===== src/fes_pkg.sv =====
package fes_pkg;
	localparam logic [7:0] SECTOR_ERASE_OP = 8'h7c;
	localparam logic [7:0] CHIP_ERASE_B0 = 8'hc7;
	localparam logic [7:0] CHIP_ERASE_B1 = 8'h94;
	localparam logic [7:0] CHIP_ERASE_B2 = 8'h80;
	localparam logic [7:0] CHIP_ERASE_B3 = 8'h9a;
	localparam logic [7:0] SUSPEND_OP = 8'hb0;
	localparam logic [7:0] STATUS_OP = 8'hd7;
	localparam logic [7:0] READ_OP = 8'h03;
	localparam logic [7:0] PROG_BUF1_OP = 8'h88;
	localparam logic [7:0] PROG_BUF2_OP = 8'h89;
	localparam logic [7:0] ERASED_BYTE = 8'hff;
	localparam logic [7:0] PROGRAMMED_BYTE = 8'h00;
	localparam logic [7:0] UNDEF_BYTE = 8'ha5;
	localparam int NUM_SECTORS = 17;
	localparam int STAT_READY_BIT = 7;
	localparam int STAT_EPE_BIT = 5;
	localparam int STAT_ES_BIT = 2;
	localparam int STAT_PS2_BIT = 1;
	localparam int STAT_PS1_BIT = 0;
	// timing
	localparam int CORE_CLK_PERIOD_NS = 20;
	localparam int SECTOR_ERASE_TIME_US = 1000;
	localparam int CHIP_ERASE_TIME_US = 8000;
	localparam int SUSPEND_LATENCY_US = 20;
	localparam int SECTOR_ERASE_CYCLES = SECTOR_ERASE_TIME_US * 1000 / CORE_CLK_PERIOD_NS;
	localparam int CHIP_ERASE_CYCLES = CHIP_ERASE_TIME_US * 1000 / CORE_CLK_PERIOD_NS;
	localparam int SUSPEND_CYCLES = SUSPEND_LATENCY_US * 1000 / CORE_CLK_PERIOD_NS;
	localparam int LINK_PERIOD_NS = 160;
	localparam int HALF_PERIOD_CYCLES = LINK_PERIOD_NS / (2 * CORE_CLK_PERIOD_NS);
	// host registers and command kinds
	localparam logic [3:0] CTRL_OFFSET = 4'h0;
	localparam logic [3:0] PAGE_OFFSET = 4'h4;
	localparam logic [3:0] STAT_OFFSET = 4'h8;
	localparam logic [2:0] K_STATUS = 3'h0;
	localparam logic [2:0] K_READ = 3'h1;
	localparam logic [2:0] K_SECT = 3'h2;
	localparam logic [2:0] K_CHIP = 3'h3;
	localparam logic [2:0] K_SUSP = 3'h4;
	localparam logic [2:0] K_PROG1 = 3'h5;
	localparam logic [2:0] K_PROG2 = 3'h6;
	localparam int CTRL_WAIT_BIT = 3;
	localparam int CTRL_BIN_BIT = 4;

	function automatic logic [11:0] page_of(input logic [23:0] a, input logic bin);
		return bin ? a[20:9] : a[21:10];
	endfunction

	function automatic logic [23:0] addr_of(input logic [11:0] p, input logic bin);
		return bin ? {3'h0, p, 9'h000} : {2'h0, p, 10'h000};
	endfunction

	// index 0 is 0a, 1 is 0b, n+1 is sector n
	function automatic logic [4:0] sector_of(input logic [11:0] p);
		if (p[11:8] == 4'h0) begin
			return (p[7:3] == 5'h00) ? 5'h00 : 5'h01;
		end
		return {1'b0, p[11:8]} + 5'h01;
	endfunction

	// 528 mode skips the hole above byte 527 of each page
	function automatic logic [23:0] next_addr(input logic [23:0] a, input logic bin);
		if (!bin && a[9:0] == 10'h20f) begin
			return {a[23:10] + 14'h0001, 10'h000};
		end
		return a + 24'h000001;
	endfunction
endpackage


===== src/fes_link_if.sv =====
`timescale 1ns/1ns
interface fes_link_if;
	logic sclk;
	logic cs_n;
	logic mosi;
	logic miso;
	logic miso_oe;
	logic miso_line;
	// undriven serial output floats high through the pull-up
	assign miso_line = miso_oe ? miso : 1'b1;
	modport host(output sclk, output cs_n, output mosi, input miso_line);
	modport dev(input sclk, input cs_n, input mosi, output miso, output miso_oe);
endinterface


===== src/fes_pin_sync.sv =====
`timescale 1ns/1ns
module fes_pin_sync #(
	parameter int WIDTH = 1
) (
	input wire logic core_clk,
	input wire logic reset_n,
	input wire logic [WIDTH-1:0] async_in,
	output logic [WIDTH-1:0] sync_out
);
	logic [WIDTH-1:0] meta_reg;

	// two stages; first stage feeds only the second
	always_ff @(posedge core_clk or negedge reset_n) begin
		if (!reset_n) begin
			meta_reg <= '1;
			sync_out <= '1;
		end else begin
			meta_reg <= async_in;
			sync_out <= meta_reg;
		end
	end
endmodule


===== src/fes_dev.sv =====
`timescale 1ns/1ns
module fes_dev import fes_pkg::*; #(
	parameter int SE_CYCLES = SECTOR_ERASE_CYCLES,
	parameter int CE_CYCLES = CHIP_ERASE_CYCLES,
	parameter int SUSP_CYCLES = SUSPEND_CYCLES
) (
	fes_link_if.dev link,
	input wire logic core_clk,
	input wire logic reset_n,
	input wire logic [NUM_SECTORS-1:0] sector_protect,
	input wire logic [NUM_SECTORS-1:0] sector_lock,
	input wire logic wp_n,
	input wire logic reset_pin_n,
	input wire logic page_mode_binary,
	input wire logic erase_fault_inject,
	output logic [7:0] status_byte,
	output logic [NUM_SECTORS-1:0] sector_erased
);
	typedef enum {OP_IDLE, OP_SECT, OP_CHIP, OP_PROG1, OP_PROG2} fes_op_type;
	localparam int SYNC_W = 2 * NUM_SECTORS + 7;

	logic [SYNC_W-1:0] sync_vec;
	logic [NUM_SECTORS-1:0] s_prot, s_lock;
	logic s_wp_n, s_rst_n, s_bin, s_fault, s_sclk, s_cs_n, s_mosi;
	logic sclk_d_reg, cs_d_reg;
	logic sclk_rise, sclk_fall, cs_rise, byte_done, exec_ok;
	logic [2:0] bit_cnt_reg, byte_cnt_reg;
	logic [7:0] shift_reg, cmd_reg, tx_reg, rx_byte, cur_cmd, status_next;
	logic [23:0] addr_reg;
	logic chip_ok_reg, oe_reg;
	fes_op_type op_reg;
	logic [31:0] timer_reg, susp_timer_reg;
	logic [4:0] op_sector_reg, es_sector_reg, ps_sector_reg, cmd_sector;
	logic susp_pend_reg, fault_reg, epe_reg, es_reg, ps1_reg, ps2_reg, wp_active_reg;
	logic [NUM_SECTORS-1:0] prot_eff, chip_prot_reg, erased_reg;
	logic idle, running, op_done, susp_done, rst_pin, cmd_full, any_susp;
	logic start_sect, start_chip, start_prog, start_susp;

	fes_pin_sync #(.WIDTH(SYNC_W)) u_sync (
		.core_clk(core_clk),
		.reset_n(reset_n),
		.async_in({sector_protect, sector_lock, wp_n, reset_pin_n, page_mode_binary,
			erase_fault_inject, link.sclk, link.cs_n, link.mosi}),
		.sync_out(sync_vec)
	);
	assign {s_prot, s_lock, s_wp_n, s_rst_n, s_bin, s_fault, s_sclk, s_cs_n, s_mosi} = sync_vec;

	// edge finding on the sampled link clock and select
	always_ff @(posedge core_clk or negedge reset_n) begin
		if (!reset_n) begin
			sclk_d_reg <= 1'b0;
			cs_d_reg <= 1'b1;
		end else begin
			sclk_d_reg <= s_sclk;
			cs_d_reg <= s_cs_n;
		end
	end
	assign sclk_rise = s_sclk & ~sclk_d_reg & ~s_cs_n;
	assign sclk_fall = ~s_sclk & sclk_d_reg & ~s_cs_n;
	assign cs_rise = s_cs_n & ~cs_d_reg;
	assign byte_done = sclk_rise & (bit_cnt_reg == 3'h7);
	assign rx_byte = {shift_reg[6:0], s_mosi};
	assign cur_cmd = (byte_cnt_reg == 3'h0) ? rx_byte : cmd_reg;
	// an incomplete last byte cancels the command
	assign exec_ok = cs_rise & (bit_cnt_reg == 3'h0);
	assign cmd_full = byte_cnt_reg >= 3'h4;

	// bit and byte framing; byte count saturates so trailing bytes fall away
	always_ff @(posedge core_clk or negedge reset_n) begin
		if (!reset_n) begin
			bit_cnt_reg <= 3'h0;
			byte_cnt_reg <= 3'h0;
			shift_reg <= 8'h00;
		end else if (s_cs_n) begin
			bit_cnt_reg <= 3'h0;
			byte_cnt_reg <= 3'h0;
		end else if (sclk_rise) begin
			shift_reg <= rx_byte;
			bit_cnt_reg <= bit_cnt_reg + 3'h1;
			if (bit_cnt_reg == 3'h7 && byte_cnt_reg != 3'h7) begin
				byte_cnt_reg <= byte_cnt_reg + 3'h1;
			end
		end
	end

	// opcode, address and chip erase sequence capture
	always_ff @(posedge core_clk or negedge reset_n) begin
		if (!reset_n) begin
			cmd_reg <= 8'h00;
			addr_reg <= 24'h000000;
			chip_ok_reg <= 1'b0;
		end else if (byte_done) begin
			case (byte_cnt_reg)
				3'h0: begin
					cmd_reg <= rx_byte;
					chip_ok_reg <= rx_byte == CHIP_ERASE_B0;
				end
				3'h1: begin
					addr_reg[23:16] <= rx_byte;
					chip_ok_reg <= chip_ok_reg & (rx_byte == CHIP_ERASE_B1);
				end
				3'h2: begin
					addr_reg[15:8] <= rx_byte;
					chip_ok_reg <= chip_ok_reg & (rx_byte == CHIP_ERASE_B2);
				end
				3'h3: begin
					addr_reg[7:0] <= rx_byte;
					chip_ok_reg <= chip_ok_reg & (rx_byte == CHIP_ERASE_B3);
				end
				default: begin
					if (cmd_reg == READ_OP) begin
						addr_reg <= next_addr(addr_reg, s_bin);
					end
				end
			endcase
		end
	end

	// array data as seen from outside
	function automatic logic [7:0] array_byte(input logic [23:0] a);
		logic [4:0] s;
		s = sector_of(page_of(a, s_bin));
		if ((es_reg && es_sector_reg == s) || ((ps1_reg || ps2_reg) && ps_sector_reg == s)) begin
			return UNDEF_BYTE;
		end
		return erased_reg[s] ? ERASED_BYTE : PROGRAMMED_BYTE;
	endfunction

	// output shifter: loaded at a byte end, shifted on falls inside a byte
	always_ff @(posedge core_clk or negedge reset_n) begin
		if (!reset_n) begin
			tx_reg <= 8'hff;
			oe_reg <= 1'b0;
		end else begin
			oe_reg <= ~s_cs_n;
			if (byte_done && cur_cmd == STATUS_OP) begin
				tx_reg <= status_next;
			end else if (byte_done && cmd_reg == READ_OP && byte_cnt_reg == 3'h3) begin
				tx_reg <= array_byte({addr_reg[23:8], rx_byte});
			end else if (byte_done && cmd_reg == READ_OP && cmd_full) begin
				tx_reg <= array_byte(next_addr(addr_reg, s_bin));
			end else if (sclk_fall && bit_cnt_reg != 3'h0) begin
				tx_reg <= {tx_reg[6:0], 1'b1};
			end
		end
	end
	assign link.miso = tx_reg[7];
	assign link.miso_oe = oe_reg;

	// command launch when chip select rises
	assign cmd_sector = sector_of(page_of(addr_reg, s_bin));
	assign prot_eff = s_prot | s_lock | {NUM_SECTORS{wp_active_reg}};
	assign idle = (op_reg == OP_IDLE) & ~susp_pend_reg;
	assign any_susp = es_reg | ps1_reg | ps2_reg;
	assign start_sect = exec_ok & idle & ~any_susp & (cmd_reg == SECTOR_ERASE_OP) & cmd_full
		& ~prot_eff[cmd_sector];
	assign start_chip = exec_ok & idle & ~any_susp & chip_ok_reg & cmd_full;
	assign start_prog = exec_ok & idle & ~ps1_reg & ~ps2_reg & cmd_full
		& (cmd_reg == PROG_BUF1_OP || cmd_reg == PROG_BUF2_OP) & ~prot_eff[cmd_sector]
		& ~(es_reg && es_sector_reg == cmd_sector);
	assign start_susp = exec_ok & (cmd_reg == SUSPEND_OP) & (byte_cnt_reg != 3'h0)
		& ~susp_pend_reg & (op_reg != OP_IDLE) & (op_reg != OP_CHIP);
	assign running = (op_reg != OP_IDLE) & ~susp_pend_reg;
	assign op_done = running & (timer_reg == 32'h0);
	assign susp_done = susp_pend_reg & (susp_timer_reg == 32'h0);
	assign rst_pin = ~s_rst_n;

	// self-timed operation and suspend countdown
	always_ff @(posedge core_clk or negedge reset_n) begin
		if (!reset_n) begin
			op_reg <= OP_IDLE;
			timer_reg <= 32'h0;
			susp_timer_reg <= 32'h0;
			susp_pend_reg <= 1'b0;
			op_sector_reg <= 5'h00;
			fault_reg <= 1'b0;
		end else if (rst_pin) begin
			op_reg <= OP_IDLE;
			susp_pend_reg <= 1'b0;
		end else if (start_sect || start_prog) begin
			op_reg <= start_sect ? OP_SECT : (cmd_reg == PROG_BUF1_OP) ? OP_PROG1 : OP_PROG2;
			op_sector_reg <= cmd_sector;
			timer_reg <= 32'(SE_CYCLES - 1);
			fault_reg <= 1'b0;
		end else if (start_chip) begin
			op_reg <= OP_CHIP;
			timer_reg <= 32'(CE_CYCLES - 1);
			fault_reg <= 1'b0;
		end else if (susp_done) begin
			op_reg <= OP_IDLE;
			susp_pend_reg <= 1'b0;
		end else if (susp_pend_reg) begin
			susp_timer_reg <= susp_timer_reg - 32'h1;
		end else if (start_susp) begin
			susp_pend_reg <= 1'b1;
			susp_timer_reg <= 32'(SUSP_CYCLES - 1);
		end else if (op_done) begin
			op_reg <= OP_IDLE;
		end else if (running) begin
			timer_reg <= timer_reg - 32'h1;
			fault_reg <= fault_reg | (s_fault & (op_reg == OP_SECT || op_reg == OP_CHIP));
		end
	end

	// status flags; error set beats start clear since start needs an idle device, reset pin clear beats suspend set
	always_ff @(posedge core_clk or negedge reset_n) begin
		if (!reset_n) begin
			epe_reg <= 1'b0;
			es_reg <= 1'b0;
			ps1_reg <= 1'b0;
			ps2_reg <= 1'b0;
			es_sector_reg <= 5'h00;
			ps_sector_reg <= 5'h00;
		end else begin
			if (op_done && fault_reg) begin
				epe_reg <= 1'b1;
			end else if (start_sect || start_chip || start_prog) begin
				epe_reg <= 1'b0;
			end
			if (rst_pin) begin
				es_reg <= 1'b0;
				ps1_reg <= 1'b0;
				ps2_reg <= 1'b0;
			end else if (susp_done) begin
				case (op_reg)
					OP_SECT: begin
						es_reg <= 1'b1;
						es_sector_reg <= op_sector_reg;
					end
					OP_PROG1: begin
						ps1_reg <= 1'b1;
						ps_sector_reg <= op_sector_reg;
					end
					OP_PROG2: begin
						ps2_reg <= 1'b1;
						ps_sector_reg <= op_sector_reg;
					end
					default: begin
					end
				endcase
			end
		end
	end

	// write protect and chip erase protection only change between operations
	always_ff @(posedge core_clk or negedge reset_n) begin
		if (!reset_n) begin
			wp_active_reg <= 1'b0;
			chip_prot_reg <= '0;
		end else begin
			if (op_reg == OP_IDLE) begin
				wp_active_reg <= ~s_wp_n;
			end
			if (start_chip) begin
				chip_prot_reg <= prot_eff;
			end
		end
	end

	// per-sector erased state; contents are unknown after power-up
	generate
		for (genvar i = 0; i < NUM_SECTORS; i++) begin : g_sector
			always_ff @(posedge core_clk or negedge reset_n) begin
				if (!reset_n) begin
					erased_reg[i] <= 1'b0;
				end else if (rst_pin && es_reg && es_sector_reg == 5'(i)) begin
					erased_reg[i] <= 1'b0;
				end else if (rst_pin && (ps1_reg || ps2_reg) && ps_sector_reg == 5'(i)) begin
					erased_reg[i] <= 1'b0;
				end else if (op_done && op_sector_reg == 5'(i)
					&& (op_reg == OP_PROG1 || op_reg == OP_PROG2)) begin
					erased_reg[i] <= 1'b0;
				end else if (op_done && !fault_reg && ((op_reg == OP_SECT
					&& op_sector_reg == 5'(i)) || (op_reg == OP_CHIP && !chip_prot_reg[i]))) begin
					erased_reg[i] <= 1'b1;
				end
			end
		end
	endgenerate

	// status byte
	always_comb begin
		status_next = 8'h00;
		status_next[STAT_READY_BIT] = op_reg == OP_IDLE;
		status_next[STAT_EPE_BIT] = epe_reg;
		status_next[STAT_ES_BIT] = es_reg;
		status_next[STAT_PS2_BIT] = ps2_reg;
		status_next[STAT_PS1_BIT] = ps1_reg;
	end

	always_ff @(posedge core_clk or negedge reset_n) begin
		if (!reset_n) begin
			status_byte <= 8'h00;
			sector_erased <= '0;
		end else begin
			status_byte <= status_next;
			sector_erased <= erased_reg;
		end
	end
endmodule


===== src/flat_wrapper.sv =====
// flat-port wrapper written by rule: the top's interface ports become plain ports
module fes_dev_flat import fes_pkg::*;
#(
	parameter int SE_CYCLES = SECTOR_ERASE_CYCLES,
	parameter int CE_CYCLES = CHIP_ERASE_CYCLES,
	parameter int SUSP_CYCLES = SUSPEND_CYCLES
)
  (core_clk, reset_n, sector_protect, sector_lock, wp_n, reset_pin_n, page_mode_binary, erase_fault_inject, status_byte, sector_erased, link_sclk, link_cs_n, link_mosi, link_miso, link_miso_oe);
  fes_link_if link_i ();
  input wire logic core_clk;
  input wire logic reset_n;
  input wire logic [NUM_SECTORS-1:0] sector_protect;
  input wire logic [NUM_SECTORS-1:0] sector_lock;
  input wire logic wp_n;
  input wire logic reset_pin_n;
  input wire logic page_mode_binary;
  input wire logic erase_fault_inject;
  output logic [7:0] status_byte;
  output logic [NUM_SECTORS-1:0] sector_erased;
  input wire logic [$bits(link_i.sclk)-1:0] link_sclk;
  input wire logic [$bits(link_i.cs_n)-1:0] link_cs_n;
  input wire logic [$bits(link_i.mosi)-1:0] link_mosi;
  output wire logic [$bits(link_i.miso)-1:0] link_miso;
  output wire logic [$bits(link_i.miso_oe)-1:0] link_miso_oe;
  assign link_i.sclk = link_sclk;
  assign link_i.cs_n = link_cs_n;
  assign link_i.mosi = link_mosi;
  assign link_miso = link_i.miso;
  assign link_miso_oe = link_i.miso_oe;
  fes_dev #(.SE_CYCLES(SE_CYCLES), .CE_CYCLES(CE_CYCLES), .SUSP_CYCLES(SUSP_CYCLES)) u_core (.link(link_i), .core_clk(core_clk), .reset_n(reset_n), .sector_protect(sector_protect), .sector_lock(sector_lock), .wp_n(wp_n), .reset_pin_n(reset_pin_n), .page_mode_binary(page_mode_binary), .erase_fault_inject(erase_fault_inject), .status_byte(status_byte), .sector_erased(sector_erased));
endmodule

===== config.mk =====
export PLATFORM = sky130hd
export DESIGN_NAME = fes_dev_flat
export DESIGN_NICKNAME = d
export VERILOG_FILES = /design/src/fes_pkg.sv /design/src/fes_link_if.sv /design/src/fes_pin_sync.sv /design/src/fes_dev.sv /design/src/flat_wrapper.sv
export SDC_FILE = /design/constraint.sdc
export NUM_CORES = 1
export LEC_CHECK = 0
export ABC_AREA = 1
export BUFFER_PORTS_ARGS = -buffer_cell sky130_fd_sc_hd__buf_2
export CORE_MARGIN = 2
export CORE_UTILIZATION = 25
export CTS_CLUSTER_DIAMETER = 60
export DETAILED_ROUTE_END_ITERATION = 10
export GPL_TIMING_DRIVEN = 0
export HOLD_SLACK_MARGIN = 0.02
export PLACE_DENSITY = 0.41
export RECOVER_POWER = 25
export SETUP_SLACK_MARGIN = 0.5
export SLEW_MARGIN = 20
export SYNTH_ARGS = -nofsm -noshare
export SYNTH_HDL_FRONTEND = slang
export SYNTH_SLANG_ARGS = --single-unit

===== constraint.sdc =====
create_clock -name core_clk -period 5.6 [get_ports core_clk]
set_input_delay 0.56 -clock core_clk [delete_from_list [all_inputs] [get_ports core_clk]]
set_output_delay 0.56 -clock core_clk [all_outputs]
set_load 0.03 [all_outputs]

==> reports/results.ini <==
[logic_synthesis]
avgSynthCellArea_um2=8.04
synth_seq_area_share=0.492
synth_seq_cells=282
ys_types=63
synth.top_cell.area_share=0.328
synthCells=1811
yosysWarnings=0
synth_commonest_cells=nand2_1, inv_1, nor2_1
synth_top_area_cell=dfrtp_1
synthFlopType=dfrtp_1
yosysMostFrequentCell=nand2_1
synth_edf_count=0
syn_area_um2=14600
async_reset_ff_frac=1.00
synth.area.top_cells=dfrtp_1, dfstp_2, nand2_1

[worst_setup_path]
crit_path_frequent_cell=nand2_1
endpoint_kind=flop
critPathMaxFanout=10
reg2reg_setup_slack_ps=1480
required_ps=6100
max_stage_delay_ps=440
worst-path-buf-inv=4
r2r_end=u_core.tx_reg[7]
reg2reg_from=u_core.addr_reg[0]
r2r.worst_path.cells=26
path_delay_family=simple AND/OR/NAND/NOR gates
worst_path_max_delay_cell=ha_1
crit_type=reg2reg
startpoint_type=flop
cp_data_arrival_time_ps=4620

[detailed_routing]
routed_wl_um=45700
ant_nets=0
wl_per_cell_um=16.8
viasPerCell=4.63
num_vias=12600
drc=0
dr.pass1.iters=5
drt-initial-drc-count=802

[floorplan]
die_y_um=245
core_um2=57700
pin_count=70
die_width_um=245
rows=88
die_area_um2=60200
initial_core_util=0.252

[sta]
maxSlewHeadroom=-0.863
hold_viol_final=0
fmax_mhz=243
period_needed_ps=4120
min_period_over_period=0.736
setup-violations-final=0
setup_tns_ps=0
worstMarginPinSlew_ps=2790
finalMaxSlewViolations=42
rsz0062_at_grt=no
skew_ps=27.1

[clock_network]
clk-insertion-delay-late_ps=580
cts_buffer_depth=3
cts_tree=built
root_buffer=clkbuf_16
hold_buffers=1
clkSlewWorstSetupHoldPaths_ps=60
htree_levels=2
post_cts_buffers=0
cts.sinks=282
ctsResizeCount=0
cts_buffers=40

[power_and_ir_drop]
p_per_area_nw_per_um2=292
p_leak_nw=8.07
ir_worst_vdd_mv=0.201

[hold_path]
worstHoldEndpoint=u_core.u_sync.meta_reg[10]
hold_path_depth=1
hp-start=sector_lock[3]
min_path_type=in2reg

[cells_and_area]
area_delta_synth_final_pct=19.0
antenna_cells=0
final_core_utilization=0.301
fin_nets=1985
drive_gt1_frac=0.155

[place]
gp_congestion=0.868
io_buffers=66
dpl.hpwl_um=34100

[run_status]
violations=max-capacitance violations, max-slew violations
outcome=complete, but fails checks

[global_route]
first_global_vias=12700
antenna_found_initial=3
grt_max_degree=97
grt_overflow=0
grt_pass1_wl_um=72700
gr-usage-all-layers=0.154

[job]
drv_cap=1

## metrics by stage
stage,power [mW],area [um^2],hold slack (ps),std cells,setup WS [ps]
finish,5.06,17300,77.8,2721,1480
global route,5.29,17300,53.5,2721,1050
CTS,5.16,17400,47.8,2721,1500
detailed placement,2.53,16000,347,2647,1510
global placement,2.52,15900,346,2644,-1610
floorplan,2.36,14600,264,1813,2540
## final cells by class
cell class | instances | area (um^2)
Buffer | 44 | 233
Clock inverter | 20 | 235
Sequential cell | 282 | 7170
Inverter | 236 | 893
Clock buffer | 53 | 1120
Tap cell | 765 | 957
Timing Repair Buffer | 70 | 420
Multi-Input combinational cell | 1251 | 6310
Fill cell | 6257 | 40400
## cell usage in the layout (no fill, tap or decap), types with 27 or more instances in the layout
cell type  Yosys  final
a21oi_1       61     61
buf_2          3     67
clkbuf_1      29     38
clkbuf_16      0     41
dfrtp_1      191    191
dfstp_2       91     90
inv_1        225    225
nand2_1      386    386
nand3_1      133    133
nand4_1       36     36
nor2_1       216    216
nor3_1        64     63
o21ai_0      145    145
xor2_1        27     27
## metal layers
| metal | share of wire | vias up | global-route usage |
|---|---|---|---|
| met3 | 0.047 | 76 | 0.0276 |
| met2 | 0.48 | 280 | 0.256 |
| met1 | 0.45 | 6019 | 0.203 |
| met4 | 0.026 | 0 | 0.0490 |
| met5 | 0 | - | 0 |
| li1 | - | 6210 | - |
## worst max path at each step
stage / startpoint / endpoint / slack (ps) / cells past startpoint
after floorplan: u_core.addr_reg[0] / u_core.tx_reg[3] / 2540 / 27
after global placement: reset_n / u_core.chip_prot_reg[3] / -1610 / 1
after detailed placement: u_core.addr_reg[0] / u_core.tx_reg[7] / 1510 / 26
after CTS: u_core.addr_reg[0] / u_core.tx_reg[7] / 1500 / 26
after global routing: u_core.addr_reg[0] / u_core.tx_reg[7] / 1050 / 26
final: u_core.addr_reg[0] / u_core.tx_reg[7] / 1480 / 26
## cells by family (layout without fill, tap and decap cells)
family	Yosys count	count (layout)	share of synthesized area
simple gates	901	901	0.277
compound gates	297	297	0.118
fa+ha+maj	17	17	0.0146
flops	282	282	0.492
other cells	1	3	0.000257
xor+xnor	32	32	0.0198
mux	1	1	0.000773
buf+inv	280	423	0.0773
## power by group
group | switching (mW) | internal, mW
Sequential | 0.0463 | 2.12
Combinational | 0.229 | 0.0902
Clock | 1.01 | 1.56
Total | 1.28 | 3.77
No activity file was read; power rests on OpenSTA's default activity.
